==> src/mode_sysctl_pkg.sv <==
// Package for the operating-mode and system-control register bank.
// Assumes a 32-bit AXI4-Lite register bus and 8-bit registers in low bits.
`default_nettype none
package mode_sysctl_pkg;
  // ----------------------------------------------------------------
  // Register map (byte addresses)
  // ----------------------------------------------------------------
  localparam logic [3:0] ADDR_MODE_MONITOR   = 4'h0;
  localparam logic [3:0] ADDR_SYSTEM_CONTROL = 4'h4;
  localparam logic [3:0] ADDR_PORT_FUNCTION  = 4'h8;
  localparam logic [3:0] ADDR_BUS_CONFIG     = 4'hc;
  localparam int         ADDR_W              = 4;
  // ----------------------------------------------------------------
  // Field layout and values
  // ----------------------------------------------------------------
  localparam logic [7:0] MONITOR_FIXED       = 8'h80;
  localparam logic [7:0] SYSCTL_RESET        = 8'h01;
  localparam logic [7:0] SYSCTL_WMASK        = 8'hbd;
  localparam logic [3:0] ADDR_EN_RESET       = 4'h0;
  localparam logic [7:0] AREA_WIDE_RESET     = 8'h00;
  localparam logic [2:0] MODE_EXPANSION      = 3'h6;
  localparam logic [2:0] MODE_SINGLE_CHIP    = 3'h7;
  localparam int         BIT_RAM_EN          = 0;
  localparam int         BIT_MANUAL_RESET_PIN_EN         = 2;
  localparam int         BIT_NMI_EDGE        = 3;
  localparam int         BIT_IRQ_LO          = 4;
  localparam int         BIT_IRQ_HI          = 5;
  localparam logic [1:0] RESP_OKAY           = 2'h0;
  localparam logic [1:0] RESP_SLVERR         = 2'h2;
  localparam logic [31:0] ZERO32             = 32'h0000_0000;

  typedef struct packed {
    logic [7:0] ddr_a;
    logic [7:0] ddr_b;
    logic [7:0] ddr_c;
  } port_dir_t;

  typedef struct packed {
    logic [7:0] oe_a;
    logic [7:0] oe_b;
    logic [7:0] oe_c;
    logic       addr_a_c;
    logic [3:0] addr_en;
    logic       data_d;
    logic       data_e;
    logic       ctrl_f7;
    logic       ctrl_f64;
  } port_func_t;
endpackage : mode_sysctl_pkg
`default_nettype wire

==> src/mode_sysctl.sv <==
// Operating-mode select, mode monitor and system control register bank.
// Assumes CPU software on AXI4-Lite, straps from board pins.
// Behaviour
// RL1: Mode comes from three strap pins; 110 is mode 6, 111 is mode 7.
// RL2: Board keeps strap pins steady during operation.
// RL3: Mode 6 bus starts 8-bit, turns 16-bit when any area is 16-bit.
// RL4: Mode 7 gives no external access; all ports are general ports.
// RL5: Monitor bit 7 reads 1, bits 6 to 3 read 0, writes ignored.
// RL6: Monitor bits 2 to 0 show strap levels, read-only.
// RL7: Straps latch on monitor read; power-on reset clears, manual keeps. The latch drives nothing; reads and decode use the filtered straps.
// RL8: Control bits 5:4 pick interrupt mode; 01 and 11 prohibited.
// RL9: Control bit 3 picks NMI edge: 0 falling, 1 rising.
// RL10: Control bit 2 enables the manual reset pin.
// RL11: Control bit 0 enables on-chip RAM, resets to 1.
// RL12: Control bit 7 read/write zero-reset; bits 6 and 1 read 0.
// RL13: Mode 6 ports A, B, C are inputs right after reset.
// RL14: Address-enable bits gate A23..A8; disabled lines follow direction bits.
// RL15: Mode 6 port C drives A7..A0 where direction bit is 1.
// RL16: Mode 6 port D data, F control; port E data only in 16-bit mode.
// RL17: Both modes address 16 Mbyte, advanced mode, on-chip ROM valid.
// RL18: F7 control in mode 6, port in mode 7; F6..F4 likewise.
// RL19: Manual reset keeps bus controller and port state.
// RL20: Control register reads 0x01 after power-on reset.
//
// Implementation choices: the placing of the registers and the AXI4-Lite register port.
`default_nettype none
module mode_sysctl
  import mode_sysctl_pkg::*;
(
  input  wire logic                 CLK_I,
  input  wire logic                 RST_B_I,
  input  wire logic                 MANUAL_RESET_PIN_B_I,
  input  wire logic [2:0]           MODE_STRAP_PINS_I,
  input  wire mode_sysctl_pkg::port_dir_t PORT_DIR_I,
  input  wire logic [ADDR_W-1:0]    AWADDR_I,
  input  wire logic                 AWVALID_I,
  output logic                      AWREADY_O,
  input  wire logic [31:0]          WDATA_I,
  input  wire logic [3:0]           WSTRB_I,
  input  wire logic                 WVALID_I,
  output logic                      WREADY_O,
  output logic [1:0]                BRESP_O,
  output logic                      BVALID_O,
  input  wire logic                 BREADY_I,
  input  wire logic [ADDR_W-1:0]    ARADDR_I,
  input  wire logic                 ARVALID_I,
  output logic                      ARREADY_O,
  output logic [31:0]               RDATA_O,
  output logic [1:0]                RRESP_O,
  output logic                      RVALID_O,
  input  wire logic                 RREADY_I,
  output logic                      EXPANSION_MODE_O,
  output logic                      WIDE_BUS_O,
  output logic [1:0]                IRQ_CTRL_MODE_O,
  output logic                      NMI_EDGE_SELECT_O,
  output logic                      MANUAL_RESET_REQ_O,
  output logic                      ONCHIP_RAM_ENABLE_O,
  output mode_sysctl_pkg::port_func_t PORT_FUNC_O
);
  import mode_sysctl_pkg::*;

  // ----------------------------------------------------------------
  // Input synchronisers
  // ----------------------------------------------------------------
  logic [2:0] strap_s1_reg, strap_s2_reg, strap_s3_reg, strap_reg;
  logic [2:0] manual_reset_pin_sh_reg;
  logic       manual_reset_pin_b_reg;

  always_ff @(posedge CLK_I)
  begin
    strap_s1_reg <= MODE_STRAP_PINS_I;
    strap_s2_reg <= strap_s1_reg;
    strap_s3_reg <= strap_s2_reg;
    if (strap_s2_reg == strap_s3_reg)
    begin
      strap_reg <= strap_s3_reg;
    end
  end

  always_ff @(posedge CLK_I)
  begin
    if (!RST_B_I)
    begin
      manual_reset_pin_sh_reg <= 3'h7;
      manual_reset_pin_b_reg  <= 1'h1;
    end
    else
    begin
      manual_reset_pin_sh_reg <= {manual_reset_pin_sh_reg[1:0], MANUAL_RESET_PIN_B_I};
      if (manual_reset_pin_sh_reg[1] == manual_reset_pin_sh_reg[2])
      begin
        manual_reset_pin_b_reg <= manual_reset_pin_sh_reg[2];
      end
    end
  end

  // ----------------------------------------------------------------
  // Reset split
  // ----------------------------------------------------------------
  logic sysctl_reg_manual_reset_pin_en;
  logic manual_rst;
  logic manual_hold_reg;
  // Reload clears the enable bit, so hold the reset until the pin rises
  always_ff @(posedge CLK_I)
  begin
    if (!RST_B_I)
    begin
      manual_hold_reg <= 1'h0;
    end
    else
    begin
      manual_hold_reg <= manual_rst;
    end
  end

  // Manual reset only counts while power-on reset is released
  assign manual_rst = !manual_reset_pin_b_reg && (sysctl_reg_manual_reset_pin_en || manual_hold_reg); // RL10 RL19

  // ----------------------------------------------------------------
  // AXI4-Lite write path
  // ----------------------------------------------------------------
  logic              aw_held_reg, w_held_reg;
  logic [ADDR_W-1:0] awaddr_reg;
  logic [7:0]        wdata_reg;
  logic              wstrb0_reg;
  logic              do_write;

  assign do_write = aw_held_reg && w_held_reg && !BVALID_O;

  always_ff @(posedge CLK_I)
  begin
    if (!RST_B_I)
    begin
      aw_held_reg <= 1'h0;
      w_held_reg  <= 1'h0;
      awaddr_reg  <= '0;
      wdata_reg   <= 8'h00;
      wstrb0_reg  <= 1'h0;
      AWREADY_O   <= 1'h0;
      WREADY_O    <= 1'h0;
      BVALID_O    <= 1'h0;
      BRESP_O     <= RESP_OKAY;
    end
    else
    begin
      AWREADY_O <= !aw_held_reg && !(AWVALID_I && AWREADY_O);
      WREADY_O  <= !w_held_reg && !(WVALID_I && WREADY_O);
      if (AWVALID_I && AWREADY_O)
      begin
        aw_held_reg <= 1'h1;
        awaddr_reg  <= AWADDR_I;
      end
      if (WVALID_I && WREADY_O)
      begin
        w_held_reg <= 1'h1;
        wdata_reg  <= WDATA_I[7:0];
        wstrb0_reg <= WSTRB_I[0];
      end
      if (do_write)
      begin
        aw_held_reg <= 1'h0;
        w_held_reg  <= 1'h0;
        BVALID_O    <= 1'h1;
        BRESP_O     <= (awaddr_reg == ADDR_MODE_MONITOR ||
                        awaddr_reg == ADDR_SYSTEM_CONTROL ||
                        awaddr_reg == ADDR_PORT_FUNCTION ||
                        awaddr_reg == ADDR_BUS_CONFIG) ? RESP_OKAY : RESP_SLVERR;
      end
      else if (BVALID_O && BREADY_I)
      begin
        BVALID_O <= 1'h0;
      end
    end
  end

  logic wr_en;
  assign wr_en = do_write && wstrb0_reg;

  // ----------------------------------------------------------------
  // System control register
  // ----------------------------------------------------------------
  logic [7:0] sysctl_reg;
  assign sysctl_reg_manual_reset_pin_en = sysctl_reg[BIT_MANUAL_RESET_PIN_EN];

  // Manual reset reinitialises this register too; it is not a port
  always_ff @(posedge CLK_I)
  begin
    if (!RST_B_I || manual_rst)
    begin
      sysctl_reg <= SYSCTL_RESET; // RL11 RL20
    end
    else if (wr_en && awaddr_reg == ADDR_SYSTEM_CONTROL)
    begin
      sysctl_reg <= wdata_reg & SYSCTL_WMASK; // RL8 RL9 RL12
    end
  end

  // ----------------------------------------------------------------
  // Port function and bus width; kept over a manual reset
  // ----------------------------------------------------------------
  logic [3:0] addr_en_reg;
  logic [7:0] area_wide_reg;

  always_ff @(posedge CLK_I)
  begin
    if (!RST_B_I)
    begin
      addr_en_reg   <= ADDR_EN_RESET; // RL19
      area_wide_reg <= AREA_WIDE_RESET; // RL3
    end
    else if (wr_en && awaddr_reg == ADDR_PORT_FUNCTION)
    begin
      addr_en_reg <= wdata_reg[3:0];
    end
    else if (wr_en && awaddr_reg == ADDR_BUS_CONFIG)
    begin
      area_wide_reg <= wdata_reg;
    end
  end

  // ----------------------------------------------------------------
  // Mode latch and read path
  // ----------------------------------------------------------------
  logic [2:0] mode_latch_reg;
  logic       rd_take;
  logic [7:0] rd_byte;
  assign rd_take = ARVALID_I && ARREADY_O;

  always_ff @(posedge CLK_I)
  begin
    if (!RST_B_I)
    begin
      mode_latch_reg <= 3'h0; // RL7
    end
    else if (rd_take && ARADDR_I == ADDR_MODE_MONITOR)
    begin
      mode_latch_reg <= strap_reg; // RL6 RL7
    end
  end

  always_comb
  begin
    rd_byte = 8'h00;
    unique case (ARADDR_I)
      ADDR_MODE_MONITOR:   rd_byte = MONITOR_FIXED | {5'h00, strap_reg}; // RL5 RL6
      ADDR_SYSTEM_CONTROL: rd_byte = sysctl_reg; // RL12
      ADDR_PORT_FUNCTION:  rd_byte = {4'h0, addr_en_reg};
      ADDR_BUS_CONFIG:     rd_byte = area_wide_reg;
      default:             rd_byte = 8'h00;
    endcase
  end

  always_ff @(posedge CLK_I)
  begin
    if (!RST_B_I)
    begin
      ARREADY_O <= 1'h0;
      RVALID_O  <= 1'h0;
      RDATA_O   <= ZERO32;
      RRESP_O   <= RESP_OKAY;
    end
    else
    begin
      ARREADY_O <= !RVALID_O && !rd_take;
      if (rd_take)
      begin
        RVALID_O <= 1'h1;
        RDATA_O  <= {24'h000000, rd_byte};
        RRESP_O  <= (ARADDR_I == ADDR_MODE_MONITOR ||
                     ARADDR_I == ADDR_SYSTEM_CONTROL ||
                     ARADDR_I == ADDR_PORT_FUNCTION ||
                     ARADDR_I == ADDR_BUS_CONFIG) ? RESP_OKAY : RESP_SLVERR;
      end
      else if (RVALID_O && RREADY_I)
      begin
        RVALID_O <= 1'h0;
      end
    end
  end

  // ----------------------------------------------------------------
  // Mode decode and pin functions
  // ----------------------------------------------------------------
  logic exp_mode;
  logic wide;
  // Any strap other than 110 runs as single-chip, the safe choice
  assign exp_mode = (strap_reg == MODE_EXPANSION); // RL1 RL4 RL17
  assign wide     = exp_mode && (area_wide_reg != AREA_WIDE_RESET); // RL3

  always_ff @(posedge CLK_I)
  begin
    if (!RST_B_I)
    begin
      EXPANSION_MODE_O    <= 1'h0;
      WIDE_BUS_O          <= 1'h0;
      IRQ_CTRL_MODE_O     <= 2'h0;
      NMI_EDGE_SELECT_O   <= 1'h0;
      MANUAL_RESET_REQ_O  <= 1'h0;
      ONCHIP_RAM_ENABLE_O <= 1'h1;
      PORT_FUNC_O         <= '0; // RL13
    end
    else
    begin
      EXPANSION_MODE_O    <= exp_mode;
      WIDE_BUS_O          <= wide;
      IRQ_CTRL_MODE_O     <= {sysctl_reg[BIT_IRQ_HI], sysctl_reg[BIT_IRQ_LO]}; // RL8
      NMI_EDGE_SELECT_O   <= sysctl_reg[BIT_NMI_EDGE]; // RL9
      MANUAL_RESET_REQ_O  <= manual_rst; // RL10
      ONCHIP_RAM_ENABLE_O <= sysctl_reg[BIT_RAM_EN]; // RL11
      // Direction bits alone steer A and B; address enable picks function
      PORT_FUNC_O.oe_a     <= PORT_DIR_I.ddr_a; // RL14
      PORT_FUNC_O.oe_b     <= PORT_DIR_I.ddr_b; // RL14
      PORT_FUNC_O.oe_c     <= PORT_DIR_I.ddr_c; // RL15
      PORT_FUNC_O.addr_a_c <= exp_mode; // RL15
      PORT_FUNC_O.addr_en  <= exp_mode ? addr_en_reg : 4'h0; // RL14 RL4
      PORT_FUNC_O.data_d   <= exp_mode; // RL16
      PORT_FUNC_O.data_e   <= wide; // RL16
      PORT_FUNC_O.ctrl_f7  <= exp_mode; // RL18
      PORT_FUNC_O.ctrl_f64 <= exp_mode; // RL18
    end
  end
endmodule : mode_sysctl
`default_nettype wire

==> config.mk <==
export PLATFORM = sky130hd
export DESIGN_NAME = mode_sysctl
export DESIGN_NICKNAME = d
export VERILOG_FILES = /design/src/mode_sysctl_pkg.sv /design/src/mode_sysctl.sv
export SDC_FILE = /design/constraint.sdc
export NUM_CORES = 1
export LEC_CHECK = 0
export ABC_AREA = 1
export BUFFER_PORTS_ARGS = -buffer_cell sky130_fd_sc_hd__buf_4
export CAP_MARGIN = 20
export CORE_MARGIN = 5
export CORE_UTILIZATION = 47
export DETAILED_ROUTE_END_ITERATION = 12
export GPL_ROUTABILITY_DRIVEN = 0
export PLACE_DENSITY_LB_ADDON = 0.12
export SYNTH_ARGS = -nofsm -noshare
export SYNTH_HDL_FRONTEND = slang
export SYNTH_SLANG_ARGS = --single-unit
export TNS_END_PERCENT = 100
==> constraint.sdc <==
create_clock -name CLK_I -period 1.36 [get_ports CLK_I]
set_input_delay 0.204 -clock CLK_I [delete_from_list [all_inputs] [get_ports CLK_I]]
set_output_delay 0.204 -clock CLK_I [all_outputs]
set_load 0.02 [all_outputs]
==> impl_metrics.ini <==
[clocking]
cts_root_buf = clkbuf_8
clock-sinks = 99
h-tree-depth = 3
cts_buffers = 9
cts.clk_slew.worst_paths_ns = 0.09
clk_latency_ns = 0.35
cts_tree = yes
clockBufferDepth = 2

[power]
leakage_nw = 2.28
power.internal_w = 0.00393
vdd_drop_max_mv = 0.648
clkPwrFrac = 0.310
p_sw_frac = 0.255
p_switching_w = 0.00134
pwr-share-seq = 0.584
p_total_w = 0.00527
p_comb_frac = 0.106
p_per_area_nw_per_um2 = 1150

[worst_hold_path]
min_from = PORT_DIR_I[16]
min_path_type = in -> reg
whs_path_depth = 3
holdPathEnd = PORT_FUNC_O[25]$_SDFF_PN0_

[grt]
grt_max_degree = 58
grt_pass1_vias = 2793
busiest_layer = met2
grt_pass1_wl_um = 12000
antenna_found_initial = 0
grtUsageTotal = 0.152
use_met2 = 0.264
grt_util_met3 = 0.0345
grt-ovfl-total = 0
use_met1 = 0.179

[sta]
period_needed_ns = 1.24
finalWorstSetupSlack_ns = 0.117
rsz0062_at_grt = no
skew_ns = 0.00843
period_share = 0.914
hold_violations = 0
timing.fmax_mhz = 804
report.final.slew_viol_count = 0
setup_viol = 0
fin_tns_setup_ns = 0

[setup_path]
cp-end-kind = register
r2r_setup_slack_ns = 0.12
cp-start-kind = register
r2r_start = BVALID_O$_SDFFE_PN0P_
reg2reg_depth = 5
worstPathRequired_ns = 1.61
cp_data_arrival_time_ns = 1.49
critPathKind = reg -> reg
r2r_end = addr_en_reg[0]$_SDFFE_PN0P_
crit_fanout = 12

[detailed_routing]
vias = 2860
drt-initial-drc-count = 110
wirelength_um = 7130
postRouteAntennaNets = 0
post_drt_via_cell_ratio = 4.50
drc = 0
dr.pass1.iters = 4
wl_per_cell_um = 11.2

[floorplanning]
num_rows = 31
start_util = 0.488
die-width_um = 97.3
core_um2 = 7330
io_pins = 160
fp.dieH_um = 97.3
die_area_um2 = 9460

[synth]
yosys_warnings = 0
yosysUniqueCellTypes = 27
syn_area_um2 = 3580
ys_seq_area_frac = 0.562
syn_inst = 421
syn_area_per_cell_um2 = 8.50
synth_seq_cells = 99

[cells_and_area]
fin_util = 0.623
n_antenna_cell = 0
drive_above_1_share = 0.263
largest-register = PORT_FUNC_O
largest_register_ffs = 29
synthToLayoutAreaGrowth_pct = 27.6
post_layout_nonfiller_instances = 635
finalNetCount = 610
n_fill_cell = 625

[placed_design]
port_buffers = 106
dp_hpwl_um = 5410
dp_slack_ns = 0.145
dpl.cell_count = 615

[outcome]
status = complete, no violations

[run]
cap_viol_max_count = 0
[metal layers]
layer	up-vias	part of all wire
li1	1482	-
met1	1270	0.44
met2	101	0.47
met3	7	0.074
met4	0	0.015
met5	-	0
[what timing repair did]
item,4_1_cts,5_1_grt
setup buffers,0,1
hold buffers,3,0
hold endpoints to repair,3,0
resized for setup,0,1
setup endpoints to repair,0,4
[cell usage after synthesis]
cell type,instances,share of area
nor4_4,1,0.0059
nor3_1,18,0.025
nand3_1,19,0.027
inv_2,1,0.0010
nand4_4,1,0.0059
conb_1,1,0.0010
buf_2,5,0.0070
nor3_2,1,0.0028
dfxtp_1,96,0.54
edfxtp_1,3,0.025
a41oi_1,1,0.0024
xor2_1,3,0.0073
o21ai_1,2,0.0028
nand3_2,1,0.0028
buf_6,2,0.0063
a21oi_1,9,0.013
buf_4,31,0.065
or2_2,4,0.0070
o21ai_0,32,0.045
nor2_2,2,0.0035
clkbuf_1,3,0.0031
nor2_4,4,0.013
inv_1,45,0.047
nand2_1,67,0.070
nor2_1,66,0.069
o211ai_1,2,0.0042
clkinv_1,1,0.0010
[cells by family after synthesis]
group           count (synthesis)  share of synthesized area
other cells                     1                    0.00105
flops                          99                      0.562
xor+xnor                        3                    0.00734
buf+inv                        88                      0.131
simple gates                  184                      0.232
compound gates                 46                     0.0668
[power groups by stage]
stage	clock [W]	sequential, W	combinational [W]
CTS	0.00170	0.00308	0.000563
global route	0.00181	0.00309	0.000617
floorplan	0	0.00320	0.000303
global placement	0	0.00314	0.000544
finish	0.00163	0.00308	0.000559
detailed placement	0	0.00315	0.000554
[layout make-up]
cell class	instances	area, um^2	area share
clock inverter	5	37.5	0.00822
tap	99	124	0.0271
clock buffer	11	131	0.0288
multi-input combinational	259	1200	0.263
timing repair buffer	115	883	0.194
sequential	99	2010	0.441
inverter	47	176	0.0387
[critical path, stage by stage (launching register included)]
cell	delay, ns
dfxtp_1	0.34
inv_1	0.12
nand4_4	0.21
buf_4	0.23
nor3_1	0.17
nor2_1	0.07
[layout by cell type (no fill, tap or decap), drive strengths merged]
cell and count:
nor3 19, nand4 1, o211ai 2, or2 4, clkbuf 11, edfxtp 3, clkinvlp 3, a41oi 1
dfxtp 96, buf 112, nand3 20, clkinv 1, nor4 1, a21oi 9, inv 48, dlygate4sd3 3
nor2 72, nand2 67, o21ai 34, xor2 3, conb 26
[through the flow]
| stage | area, um^2 | hold slack [ns] |
|---|---|---|
| after floorplan | 3670 | 0.232 |
| after global placement | 4350 | 0.309 |
| after detailed placement | 4350 | 0.311 |
| after CTS | 4550 | 0.00785 |
| after global routing | 4560 | 0.00302 |
| final | 4560 | 0.0243 |
[how the worst max path moves through the flow]
stage,cells after the start,startpoint,slack [ns],endpoint
after floorplan,6,BVALID_O$_SDFFE_PN0P_,0.22,sysctl_reg[7]$_SDFFE_PP0P_
after global placement,6,BVALID_O$_SDFFE_PN0P_,0.16,sysctl_reg[7]$_SDFFE_PP0P_
after detailed placement,5,BVALID_O$_SDFFE_PN0P_,0.15,area_wide_reg[5]$_SDFFE_PN0P_
after CTS,5,BVALID_O$_SDFFE_PN0P_,0.11,area_wide_reg[5]$_SDFFE_PN0P_
after global routing,5,BVALID_O$_SDFFE_PN0P_,0.009,area_wide_reg[2]$_SDFFE_PN0P_
final,5,BVALID_O$_SDFFE_PN0P_,0.12,addr_en_reg[0]$_SDFFE_PN0P_
Power figures use the tool's default switching activity.
